===== src/design/pcg_pkg.sv =====
package pcg_pkg;

    // ---------------------------------------------------------------
    // Bus geometry
    // ---------------------------------------------------------------
    localparam int          ADDR_W    = 12;
    localparam int          DATA_W    = 32;
    localparam int          STRB_W    = 4;
    localparam int          NUM_GATES = 6;

    // ---------------------------------------------------------------
    // Register offsets (byte addresses)
    // ---------------------------------------------------------------
    localparam logic [11:0] RUN_CFG_OFFS     = 12'h060;
    localparam logic [11:0] RUN_GATE_OFFS    = 12'h108;
    localparam logic [11:0] SLEEP_GATE_OFFS  = 12'h118;
    localparam logic [11:0] DEEP_GATE_OFFS   = 12'h128;
    localparam logic [11:0] IRQ_STATUS_OFFS  = 12'h150;
    localparam logic [11:0] IRQ_MASK_OFFS    = 12'h154;

    // ---------------------------------------------------------------
    // Field positions and reset values
    // ---------------------------------------------------------------
    localparam int          DMA_BIT          = 13;
    localparam int          PORT_MSB         = 4;
    localparam int          AUTO_GATE_BIT    = 27;
    localparam int          GATE_DMA_IDX     = 5;
    localparam logic [31:0] GATE_WORD_MASK   = 32'h0000201f;
    localparam logic [31:0] GATE_RESET       = 32'h00000000;
    localparam logic [31:0] CFG_RESET        = 32'h00000000;
    localparam logic [31:0] IRQ_RESET        = 32'h00000000;
    localparam logic [1:0]  RESP_OKAY        = 2'h0;
    localparam logic [1:0]  RESP_SLVERR      = 2'h2;

    typedef enum logic [1:0] {
        PCG_MODE_RUN,
        PCG_MODE_SLEEP,
        PCG_MODE_DEEP
    } pcg_mode_t;

    // Gate vector: [5] dma, [4:0] ports e..a
    function automatic logic [31:0] gate_to_word(input logic [5:0] g);
        logic [31:0] w;
        w = 32'h00000000;
        w[DMA_BIT] = g[GATE_DMA_IDX];
        w[PORT_MSB:0] = g[PORT_MSB:0];
        return w;
    endfunction

    function automatic logic [5:0] word_to_gate(input logic [31:0] w);
        return {w[DMA_BIT], w[PORT_MSB:0]};
    endfunction

    function automatic logic [31:0] strb_mask(input logic [3:0] s);
        return {{8{s[3]}}, {8{s[2]}}, {8{s[1]}}, {8{s[0]}}};
    endfunction

endpackage


===== src/design/pcg_clock_gate_bank.sv =====
`timescale 1ns/10ps
// Notes on behaviour
// - Active enable one delivers peripheral clock
// - Active enable zero stops peripheral clock
// - Access to gated peripheral raises bus fault
// - Reset clears all three gate copies
// - Run, sleep, deep copies follow power mode
// - Sleep copies used only with auto gating
// - Bit 13 gates dma clock
// - Bits 4..0 gate ports e..a
// - Reserved bits read zero, ignore writes
// - Sleep copy 0x118, deep copy 0x128
// - Run copy at 0x108
module pcg_clock_gate_bank (
    input  wire logic        ref_clk,
    input  wire logic        resetn,
    input  wire logic [11:0] awaddr,
    input  wire logic        awvalid,
    output logic             awready,
    input  wire logic [31:0] wdata,
    input  wire logic [3:0]  wstrb,
    input  wire logic        wvalid,
    output logic             wready,
    output logic [1:0]       bresp,
    output logic             bvalid,
    input  wire logic        bready,
    input  wire logic [11:0] araddr,
    input  wire logic        arvalid,
    output logic             arready,
    output logic [31:0]      rdata,
    output logic [1:0]       rresp,
    output logic             rvalid,
    input  wire logic        rready,
    input  wire logic        sleepActive,
    input  wire logic        deepSleepActive,
    input  wire logic        periphAccess,
    input  wire logic [5:0]  periphSel,
    output logic             periphFault,
    output logic [5:0]       periphClkEn,
    output logic             irq
);

    // ---------------------------------------------------------------
    // State
    // ---------------------------------------------------------------
    typedef struct packed {
        logic [5:0]  runGate;
        logic [5:0]  sleepGate;
        logic [5:0]  deepGate;
        logic        autoGate;
        logic [5:0]  faultStatus;
        logic [5:0]  faultMask;
        logic [5:0]  clkEn;
        logic        awTaken;
        logic [11:0] awAddr;
        logic        wTaken;
        logic [31:0] wData;
        logic [3:0]  wStrb;
        logic        bValid;
        logic [1:0]  bResp;
        logic        rValid;
        logic [1:0]  rResp;
        logic [31:0] rData;
        logic        rdGate;
    } pcg_state_t;

    pcg_state_t         s_r;
    pcg_state_t         s_nxt;
    pcg_pkg::pcg_mode_t mode;
    logic [5:0]         activeGate;
    logic [5:0]         faultSet;
    logic               awHs;
    logic               wHs;
    logic               arHs;
    logic               wrFire;
    logic [31:0]        wrMask;
    logic [31:0]        wrBits;

    assign awready     = !s_r.awTaken && !s_r.bValid;
    assign wready      = !s_r.wTaken && !s_r.bValid;
    assign arready     = !s_r.rValid;
    assign awHs        = awvalid && awready;
    assign wHs         = wvalid && wready;
    assign arHs        = arvalid && arready;
    assign wrFire      = s_r.awTaken && s_r.wTaken && !s_r.bValid;
    assign wrMask      = pcg_pkg::strb_mask(s_r.wStrb);
    assign wrBits      = s_r.wData & wrMask;
    assign bvalid      = s_r.bValid;
    assign bresp       = s_r.bResp;
    assign rvalid      = s_r.rValid;
    assign rresp       = s_r.rResp;
    assign rdata       = s_r.rData;
    assign periphClkEn = s_r.clkEn;
    assign irq         = |(s_r.faultStatus & s_r.faultMask);

    // ---------------------------------------------------------------
    // Power mode and copy selection
    // ---------------------------------------------------------------
    always_comb begin
        if (deepSleepActive) begin
            mode = pcg_pkg::PCG_MODE_DEEP;
        end else if (sleepActive) begin
            mode = pcg_pkg::PCG_MODE_SLEEP;
        end else begin
            mode = pcg_pkg::PCG_MODE_RUN;
        end
    end

    always_comb begin
        activeGate = s_r.runGate;
        if (s_r.autoGate) begin
            unique case (mode)
                pcg_pkg::PCG_MODE_RUN:   activeGate = s_r.runGate;
                pcg_pkg::PCG_MODE_SLEEP: activeGate = s_r.sleepGate;
                pcg_pkg::PCG_MODE_DEEP:  activeGate = s_r.deepGate;
            endcase
        end
    end

    // Fault is judged against the enable actually driven, not the pending one
    assign faultSet    = periphAccess ? (periphSel & ~s_r.clkEn) : 6'h00;
    assign periphFault = |faultSet;

    // ---------------------------------------------------------------
    // Next state
    // ---------------------------------------------------------------
    always_comb begin
        logic [5:0] clr;
        clr   = 6'h00;
        s_nxt = s_r;

        // Registered so the gating cell sees no mid-cycle change
        s_nxt.clkEn = activeGate;

        if (awHs) begin
            s_nxt.awTaken = 1'b1;
            s_nxt.awAddr  = awaddr;
        end
        if (wHs) begin
            s_nxt.wTaken = 1'b1;
            s_nxt.wData  = wdata;
            s_nxt.wStrb  = wstrb;
        end

        if (wrFire) begin
            s_nxt.awTaken = 1'b0;
            s_nxt.wTaken  = 1'b0;
            s_nxt.bValid  = 1'b1;
            s_nxt.bResp   = pcg_pkg::RESP_OKAY;
            // Reserved bits dropped by word_to_gate
            unique case (s_r.awAddr)
                pcg_pkg::RUN_GATE_OFFS: begin
                    s_nxt.runGate = pcg_pkg::word_to_gate(
                        (pcg_pkg::gate_to_word(s_r.runGate) & ~wrMask) | wrBits);
                end
                pcg_pkg::SLEEP_GATE_OFFS: begin
                    s_nxt.sleepGate = pcg_pkg::word_to_gate(
                        (pcg_pkg::gate_to_word(s_r.sleepGate) & ~wrMask) | wrBits);
                end
                pcg_pkg::DEEP_GATE_OFFS: begin
                    s_nxt.deepGate = pcg_pkg::word_to_gate(
                        (pcg_pkg::gate_to_word(s_r.deepGate) & ~wrMask) | wrBits);
                end
                pcg_pkg::RUN_CFG_OFFS: begin
                    if (wrMask[pcg_pkg::AUTO_GATE_BIT]) begin
                        s_nxt.autoGate = s_r.wData[pcg_pkg::AUTO_GATE_BIT];
                    end
                end
                pcg_pkg::IRQ_STATUS_OFFS: begin
                    clr = pcg_pkg::word_to_gate(wrBits);
                end
                pcg_pkg::IRQ_MASK_OFFS: begin
                    s_nxt.faultMask = pcg_pkg::word_to_gate(
                        (pcg_pkg::gate_to_word(s_r.faultMask) & ~wrMask) | wrBits);
                end
                default: begin
                    s_nxt.bResp = pcg_pkg::RESP_SLVERR;
                end
            endcase
        end else if (s_r.bValid && bready) begin
            s_nxt.bValid = 1'b0;
        end

        // New fault wins over a clear in the same cycle
        s_nxt.faultStatus = (s_r.faultStatus & ~clr) | faultSet;

        if (s_r.rValid && rready) begin
            s_nxt.rValid = 1'b0;
        end
        if (arHs) begin
            s_nxt.rValid = 1'b1;
            s_nxt.rResp  = pcg_pkg::RESP_OKAY;
            s_nxt.rdGate = 1'b0;
            s_nxt.rData  = 32'h00000000;
            unique case (araddr)
                pcg_pkg::RUN_GATE_OFFS: begin
                    s_nxt.rData  = pcg_pkg::gate_to_word(s_r.runGate);
                    s_nxt.rdGate = 1'b1;
                end
                pcg_pkg::SLEEP_GATE_OFFS: begin
                    s_nxt.rData  = pcg_pkg::gate_to_word(s_r.sleepGate);
                    s_nxt.rdGate = 1'b1;
                end
                pcg_pkg::DEEP_GATE_OFFS: begin
                    s_nxt.rData  = pcg_pkg::gate_to_word(s_r.deepGate);
                    s_nxt.rdGate = 1'b1;
                end
                pcg_pkg::RUN_CFG_OFFS: begin
                    s_nxt.rData[pcg_pkg::AUTO_GATE_BIT] = s_r.autoGate;
                end
                pcg_pkg::IRQ_STATUS_OFFS: begin
                    s_nxt.rData = pcg_pkg::gate_to_word(s_r.faultStatus);
                end
                pcg_pkg::IRQ_MASK_OFFS: begin
                    s_nxt.rData = pcg_pkg::gate_to_word(s_r.faultMask);
                end
                default: begin
                    s_nxt.rResp = pcg_pkg::RESP_SLVERR;
                end
            endcase
        end
    end

    // ---------------------------------------------------------------
    // Registers
    // ---------------------------------------------------------------
    always_ff @(posedge ref_clk) begin
        if (!resetn) begin
            s_r <= '0;
        end else begin
            s_r <= s_nxt;
        end
    end
endmodule


===== config.mk =====
export PLATFORM = sky130hd
export DESIGN_NAME = pcg_clock_gate_bank
export DESIGN_NICKNAME = d
export VERILOG_FILES = /design/src/design/pcg_pkg.sv /design/src/design/pcg_clock_gate_bank.sv
export SDC_FILE = /design/constraint.sdc
export NUM_CORES = 1
export LEC_CHECK = 0
export BUFFER_PORTS_ARGS = -buffer_cell sky130_fd_sc_hd__buf_2
export CORE_ASPECT_RATIO = 0.9
export CORE_MARGIN = 3
export CORE_UTILIZATION = 40
export DETAILED_ROUTE_END_ITERATION = 8
export HOLD_SLACK_MARGIN = 0.08
export PLACE_DENSITY = 0.63
export SLEW_MARGIN = 20
export SYNTH_ARGS = -nofsm -noshare
export SYNTH_HDL_FRONTEND = slang
export SYNTH_SLANG_ARGS = --single-unit

===== constraint.sdc =====
create_clock -name ref_clk -period 2.85 [get_ports ref_clk]
set_input_delay 0.57 -clock ref_clk [delete_from_list [all_inputs] [get_ports ref_clk]]
set_output_delay 0.57 -clock ref_clk [all_outputs]
set_load 0.01 [all_outputs]

==> results.toml, run 1 <==
[status]
status = "complete, no violations"

[finish]
drive_gt1_share_pct = 22.7
antenna_cells = 0
finalNetCount = 557
regArea_um2 = 1440
multi_input_area_um2 = 1900
fillers = 872
layout-area-overhead-vs-synth_pct = 9.52
final_core_util_pct = 46.1

[critical_path]
worstSetupPathType = "reg2out"
crit_family = "simple AND/OR/NAND/NOR gates"
ff2ff_path_depth = 4
r2r-start = "s_r[76]$_SDFFE_PN0P_"
critPathBufInv = 1
startpoint_type = "register"
setup.worst_path.end_class = "output port"
critPathMaxStageDelay_ns = 0.36
worst-path-max-fanout = 2
path_cells = "and3b_1 > nor4_1 > nand2_1 > buf_2"
slowest_stage = "dfxtp_1"
rrSetupSlack_ns = 0.94
worstPathArrival_ns = 1.40
crit_required_ns = 2.28

[grt]
overflow = 0
grt_pass1_vias = 2793
grt_pass1_wl_um = 13900
grt_usage_pct = 16.5
grt_antenna_before_repair = 0
grt_max_degree = 31

[cts]
tritoncts = "built"
clockBufferDepth = 2
clk_pin_slew_ns = 0.07
clk_latency_ns = 0.34
clk_root_buffer_cell = "clkbuf_8"
post_cts_buffers = 0
cts.repair.resized = 0
cts_hold_buf = 0
clkSinkCount = 72
cts_buffers = 9
htreeDepth = 3

[drt]
firstDrtPassIters = 6
detail-route-antenna-nets = 0
dr.first_iter.drc_count = 178
route.detailed.drc = 0
totalWireLength_um = 8460
route.detailed.wl_per_inst_um = 14.0
vias = 3022
vias_per_cell = 5.01

[synthesis]
synth_edf_count = 0
ys_seq_elements = 72
syn_area_um2 = 3690
ys_types = 52
synth_top_area_cell = "dfxtp_1"
netlist_top_cells_area = "dfxtp_1 39%, nand2_1 9.1%, buf_4 8.9%, mux2i_1 7.3%, a21oi_1 4.7%"
async_reset_ff_share_pct = 0
yosysSeqAreaShare_pct = 39.0
synthFlopType = "dfxtp_1"
netlist_instances = 434
yosysMostFrequentCell = "nand2_1"
ys.warnings.count = 0
synth.avg_cell_area_um2 = 8.51
synth_top_cell_area_share_pct = 39.0
netlist_top_cells_count = "90 x nand2_1, 72 x dfxtp_1, 44 x buf_4"

[sta]
period_minus_slack_ns = 1.97
worst_clock_skew_ns = 0.00824
fin_ws_ns = 0.875
fin_crit_sh_pct = 69.3
drv_slew = 0
rsz0062_at_grt = "false"
setup_viol = 0
hold_viol = 0
worst_pin_slew_ns = 0.600
fmax_ghz = 0.506
relSlewSlack_pct = 59.9
final.setup.tns_ns = 0

[floorplanning]
rows = 32
core_region_area_um2 = 8770
chipHeight_um = 97.2
ios = 125
die-area_um2 = 10400
fp.dieW_um = 107
start_util_pct = 42.1

[job]
drv_cap = 0

[placed_design]
numPortBuffers = 71
place_congestion = 0.780
dp_hpwl_um = 6620
dpl_worst_slack_ns = 0.892

[hold_path]
hold_path_end = "rvalid$_SDFFE_PN0P_"
min_path_cells = 2
min-delay-start = "rready"
hold_class = "in2reg"

[power]
power_density_nw_per_um2 = 497
leakage_nw = 1.70
vdd_drop_max_uv = 200
## kinds of logic after synthesis
logic type / count (synthesis) / synth area share [%]
simple gates: 167 / 23.8
compound gates: 86 / 13.9
flops: 72 / 39.0
buf+inv: 69 / 12.2
mux: 39 / 11.0
other cells: 1 / 0.102
## final cells by class
cell class	instances	share of cell area [%]
timing repair buffer	75	9.53
inverter	4	0.371
sequential	72	35.6
multi-input combinational	319	47.0
clock buffer	13	3.68
clock inverter	1	0.124
tap	119	3.68
## worst reg2reg max path, cell delays in order, from the launching register on
cell     delay, ns
dfxtp_1       0.33
or4_4         0.57
nor3_4        0.28
and4_1        0.43
mux2i_1       0.23
## power by group
group          switching (mW)  internal, mW  total (mW)  leakage, nW
Sequential             0.0400          1.05        1.09        0.587
Clock                   0.346         0.330       0.676       0.0794
Combinational           0.147         0.100       0.248         1.03
## routing by layer
layer  up-vias  track usage [%]  share of wire (%)
met4         0             3.83               0.92
li1       1541                -                  -
met1      1387             24.1                 50
met5         -                0                  0
met3         6             4.32                5.7
met2        88             24.3                 43
## through the flow
step	area (um^2)	hold slack, ns	std cells	total power, mW
2_1_floorplan	3790	0.429	460	1.31
3_3_place_gp	3890	0.448	589	1.35
3_5_place_dp	3890	0.451	589	1.36
4_1_cts	4050	0.401	603	2.02
5_1_grt	4050	0.405	603	2.11
6_report	4050	0.404	603	2.01
## cells in the final DEF, fill, tap and decap left out, types with 3 or more instances in the layout
master,netlist,routed
nand2_1,90,90
dfxtp_1,72,72
buf_2,2,71
a21oi_1,35,35
mux2i_1,27,27
conb_1,1,27
o21ai_0,21,21
nor2_1,12,12
a31oi_1,12,12
mux2_2,12,12
nand2b_1,10,10
clkbuf_8,0,10
and3b_1,8,8
nor2b_1,7,7
a32o_1,6,6
nand4_1,4,4
buf_4,44,4
nor4_1,3,3
inv_1,3,3
a22oi_1,3,3
and2_1,3,3
nor4b_1,3,3
nand4b_1,3,3
clkbuf_1,14,3
## worst max-delay path by stage
stage | start | endpoint | slack (ns) | depth (start not counted)
finish | periphClkEn[5]$_SDFF_PN0_ | periphFault | 0.88 | 4
global route | periphClkEn[5]$_SDFF_PN0_ | periphFault | 0.78 | 4
CTS | periphClkEn[5]$_SDFF_PN0_ | periphFault | 0.86 | 4
detailed placement | periphAccess | periphFault | 0.89 | 5
global placement | periphAccess | periphFault | 0.89 | 5
floorplan | araddr[2] | rresp[1]$_SDFFE_PN0P_ | 1.04 | 6
Note: power is estimated with default switching activity, not from simulation.
==> run 2: changes to the inputs <==
==> constraint.sdc (replaced) <==
create_clock -name ref_clk -period 1.9 [get_ports ref_clk]
set_input_delay 0.38 -clock ref_clk [delete_from_list [all_inputs] [get_ports ref_clk]]
set_output_delay 0.38 -clock ref_clk [all_outputs]
set_load 0.01 [all_outputs]
==> run 2 against run 1 <==
  * First-iteration DRC count down 15%
  * Design area up 2.7%
  * Sequential share of layout area down 0.92 points
  * Critical path type is now reg2reg
  * Clock power up 66%
  * Largest power group unchanged
  * Clock skew about the same
==> results.toml, run 2 (same netlist as run 1, synthesis figures left out) <==
[placed_design]
dp_hpwl_um = 6820
numPortBuffers = 71
post-place-cells = 596
place_congestion = 0.791

[critical_path]
worstPathArrival_ns = 2.07
startpoint_type = "register"
r2r-start = "s_r[76]$_SDFFE_PN0P_"
ff2ff_path_depth = 4
setup.worst_path.end_class = "register"
crit_required_ns = 2.18
critPathMaxStageDelay_ns = 0.58
worst-path-max-fanout = 5
slowest_stage = "or4_4"
path_cells = "or4_4 > nor3_4 > and4_1 > mux2i_1"
rrSetupSlack_ns = 0.11
worstSetupPathType = "reg2reg"

[sta]
fmax_ghz = 0.557
final.setup.tns_ns = 0
hold_slack_ns = 0.216
worst_pin_slew_ns = 0.522
rsz0062_at_grt = "false"
drv_slew = 0
period_minus_slack_ns = 1.79
setup_viol = 0
hold_viol = 0
worst_clock_skew_ns = 0.00827
fin_crit_sh_pct = 94.5
relSlewSlack_pct = 65.2

[drt]
wl_met3_um = 579
dr.first_iter.drc_count = 152
route.detailed.wl_per_inst_um = 14.3
wl_met1_um = 4190
dr_wl_met2_um = 3850
vias_per_cell = 4.98
vias = 3050
detail-route-antenna-nets = 0
totalWireLength_um = 8750
top_layer_used = "met5"
route.detailed.drc = 0
firstDrtPassIters = 4

[finish]
drive_gt1_share_pct = 24.9
multi_input_area_um2 = 1910
fillers = 874
finalNetCount = 564
fin_cells = 612
final_common_cell = "nand2_1"
regArea_um2 = 1440
layout-area-overhead-vs-synth_pct = 12.4
antenna_cells = 0
final_cell_mix = "90 x nand2_1, 72 x dfxtp_1, 71 x buf_2"
final_core_util_pct = 47.4

[grt]
overflow = 0
grt_pass1_wl_um = 14200
grt_antenna_before_repair = 1
grt_max_degree = 33
grt_pass1_vias = 2884
grt_usage_pct = 17.1

[hold_path]
hold_path_end = "rvalid$_SDFFE_PN0P_"
min_path_cells = 2
hold_class = "in2reg"
min-delay-start = "rready"

[floorplanning]
ios = 125
rows = 32
die-area_um2 = 10400
chipHeight_um = 97.2
start_util_pct = 42.1
fp.dieW_um = 107
core_region_area_um2 = 8770

[job]
drv_cap = 0

[power]
vdd_drop_max_uv = 315
leakage_nw = 1.76
power_density_nw_per_um2 = 756
power_mw = 3.14

[cts]
clockBufferDepth = 2
clk_latency_ns = 0.35
htreeDepth = 3
clk_root_buffer_cell = "clkbuf_8"
post_cts_buffers = 0
tritoncts = "built"
cts_buffers = 9
clkSinkCount = 72
clk_pin_slew_ns = 0.07

[status]
status = "complete, no violations"
-- run 2: worst max-delay path by stage --
stage	from	slack, ns	cells past startpoint	end
after detailed placement	araddr[2]	0.13	5	rresp[1]$_SDFFE_PN0P_
after floorplan	s_r[76]$_SDFFE_PN0P_	0.24	5	register
after global routing	s_r[76]$_SDFFE_PN0P_	0.02	4	register
after CTS	s_r[76]$_SDFFE_PN0P_	0.10	4	register
after global placement	araddr[2]	0.15	5	rresp[1]$_SDFFE_PN0P_
final	s_r[76]$_SDFFE_PN0P_	0.11	4	register
-- run 2: layer usage --
layer  vias up  global-route usage (%)
li1       1552                       -
met1      1397                    23.6
met2        89                    25.8
met3        10                    4.58
met4         2                    5.51
met5         -                       0
-- run 2: through the flow --
| step | cell area (um^2) | worst slack, ns |
|---|---|---|
| after global placement | 3960 | 0.149 |
| after global routing | 4150 | 0.0224 |
| after detailed placement | 3960 | 0.125 |
| after CTS | 4140 | 0.103 |
| after floorplan | 3790 | 0.242 |
| final | 4150 | 0.105 |
-- run 2: final cells by class --
cell class	instances	area share [%]
Clock buffer	13	4.07
Tap cell	119	3.59
Timing Repair Buffer	82	10.8
Clock inverter	3	0.362
Inverter	4	0.362
Sequential cell	72	34.7
Multi-Input combinational cell	319	46.1
-- run 2: timing repair --
action | CTS | global route
gates resized for setup | 0 | 2
endpoints found under the setup margin | 0 | 2
hold buffers | 0 | 0
-- run 2: report_power, final --
part / total [mW] / internal [mW] / switching [mW]
Clock: 1.12 / 0.575 / 0.545
Combinational: 0.395 / 0.162 / 0.233
Sequential: 1.62 / 1.57 / 0.0542
-- run 2: worst max-delay path, delay by kind of cell, from the launching register on --
kind	cells	cell delay, ns
mux	1	0.21
simple gates	3	1.18
flops	1	0.34
==> run 3: changes to the inputs <==
--- a/config.mk
+++ b/config.mk
@@ -10,6 +10,7 @@
 export CORE_MARGIN = 3
 export CORE_UTILIZATION = 40
 export DETAILED_ROUTE_END_ITERATION = 8
+export GPL_TIMING_DRIVEN = 0
 export HOLD_SLACK_MARGIN = 0.08
 export PLACE_DENSITY = 0.63
 export SLEW_MARGIN = 20
==> run 3 against run 2 <==
  * Maximum frequency fell by 3.1%
  * Register-to-register slack got worse by 0.06 ns
  * Global-route usage rose by 1.0 points
  * Via count rose by 7.1%
  * First-iteration DRC count rose by 16%
  * Count of clock-buffer cells in the layout fell by 2
  * Routed wire length rose by 5.8%
  * Largest power group is now the clock network
==> results.toml, run 3 (same netlist as run 1, synthesis figures left out) <==
[floorplanning]
chipHeight_um = 97.2
fp.dieW_um = 107
core_region_area_um2 = 8770
die-area_um2 = 10400
rows = 32
ios = 125
start_util_pct = 42.1

[cts]
clockBufferDepth = 2
cts_hold_buf = 0
clk_root_buffer_cell = "clkbuf_8"
clk_pin_slew_ns = 0.08
tritoncts = "built"
post_cts_buffers = 0
cts.repair.resized = 0
clk_latency_ns = 0.34
htreeDepth = 3
cts_buffers = 9
clkSinkCount = 72

[critical_path]
slowest_stage = "nor4_1"
worstPathArrival_ns = 2.08
crit_family = "simple AND/OR/NAND/NOR gates"
critPathMaxStageDelay_ns = 0.43
critPathBufInv = 1
r2r-start = "s_r[76]$_SDFFE_PN0P_"
crit_required_ns = 2.13
rrSetupSlack_ns = 0.05
ff2ff_path_depth = 5
startpoint_type = "register"
path_cells = "nor4_1 > nand4_1 > or3_1 > buf_2 > mux2i_1"
worstSetupPathType = "reg2reg"
setup.worst_path.end_class = "register"
worst-path-max-fanout = 5

[finish]
multi_input_area_um2 = 1910
final_cell_mix = "90 x nand2_1, 72 x dfxtp_1, 69 x buf_2"
fillers = 847
finalNetCount = 614
final_common_cell = "nand2_1"
antenna_cells = 0
final_core_util_pct = 52.3
drive_gt1_share_pct = 28.9
regArea_um2 = 1440
layout-area-overhead-vs-synth_pct = 24.3

[sta]
worst_pin_slew_ns = 0.586
final.setup.tns_ns = 0
worst_clock_skew_ns = 0.00549
setup_viol = 0
fmax_ghz = 0.540
fin_crit_sh_pct = 97.5
relSlewSlack_pct = 60.8
period_minus_slack_ns = 1.85
rsz0062_at_grt = "true"
hold_viol = 0
drv_slew = 0
hold_slack_ns = 0.211

[drt]
route.detailed.drc = 0
firstDrtPassIters = 5
totalWireLength_um = 9250
vias = 3268
dr.first_iter.drc_count = 176
detail-route-antenna-nets = 0
vias_per_cell = 4.94
route.detailed.wl_per_inst_um = 14.0

[grt]
grt_pass1_vias = 3140
grt_usage_pct = 18.1
grt_antenna_before_repair = 0
overflow = 0
grt_pass1_wl_um = 15100
grt_max_degree = 13

[hold_path]
min_path_cells = 2
min-delay-start = "rready"
hold_path_end = "rvalid$_SDFFE_PN0P_"
hold_class = "in2reg"

[placed_design]
numPortBuffers = 67
place_congestion = 0.876
dp_hpwl_um = 7320

[power]
swShare_pct = 22.8
intPower_mw = 2.99
power.net_switching_mw = 0.880
power_density_nw_per_um2 = 843
leakage_nw = 2.03
combPwrFrac_pct = 12.0
vdd_drop_max_uv = 402
power_mw = 3.87
p_clk_share_pct = 46.2
seqPwrFrac_pct = 41.9

[job]
drv_cap = 0

[status]
status = "complete, no violations"
[run 3: worst max-delay path by stage]
stage / from / end / depth (start not counted)
final: s_r[76]$_SDFFE_PN0P_ / register / 5
after global routing: s_r[76]$_SDFFE_PN0P_ / register / 5
after CTS: s_r[81]$_SDFFE_PN0P_ / register / 6
after detailed placement: araddr[2] / rdata[2]$_SDFFE_PN0P_ / 6
after global placement: araddr[2] / rresp[1]$_SDFFE_PN0P_ / 6
after floorplan: s_r[76]$_SDFFE_PN0P_ / register / 5
[run 3: layout make-up]
| type | count | share of cell area, % |
|---|---|---|
| clock inverter | 5 | 3.27 |
| timing repair buffer | 67 | 7.31 |
| tap | 119 | 3.24 |
| clock buffer | 11 | 3.30 |
| sequential | 72 | 31.4 |
| buffer | 65 | 9.46 |
| multi-input combinational | 319 | 41.7 |
| inverter | 4 | 0.327 |
[run 3: metal layers]
| layer | share of wire [%] | global-route usage [%] | wire length [um] |
|---|---|---|---|
| met1 | 48 | 25.6 | 4460 |
| met2 | 44 | 27.7 | 4100 |
| met3 | 5.8 | 2.86 | 538 |
| met4 | 1.7 | 6.49 | 156 |
| met5 | 0 | 0 | 0 |
[run 3: power groups by stage]
stage	Clock, mW	Combinational [mW]	Sequential (mW)
CTS	1.80	0.461	1.62
global route	1.85	0.518	1.63
finish	1.79	0.462	1.62
detailed placement	0	0.459	1.65
global placement	0	0.449	1.65
floorplan	0	0.324	1.64
[run 3: worst register-to-register path, stage by stage, from the launching register on]
cell and delay (ns):
dfxtp_1 0.33, nor4_1 0.43, nand4_1 0.30, or3_1 0.38
buf_2 0.18, mux2i_1 0.13
[run 3: through the flow]
stage	cells	worst slack, ns	instance area [um^2]
global route	662	-0.000461	4590
CTS	662	0.0542	4580
detailed placement	646	0.00787	4280
finish	662	0.0473	4590
floorplan	460	0.242	3790
global placement	646	0.0370	4280
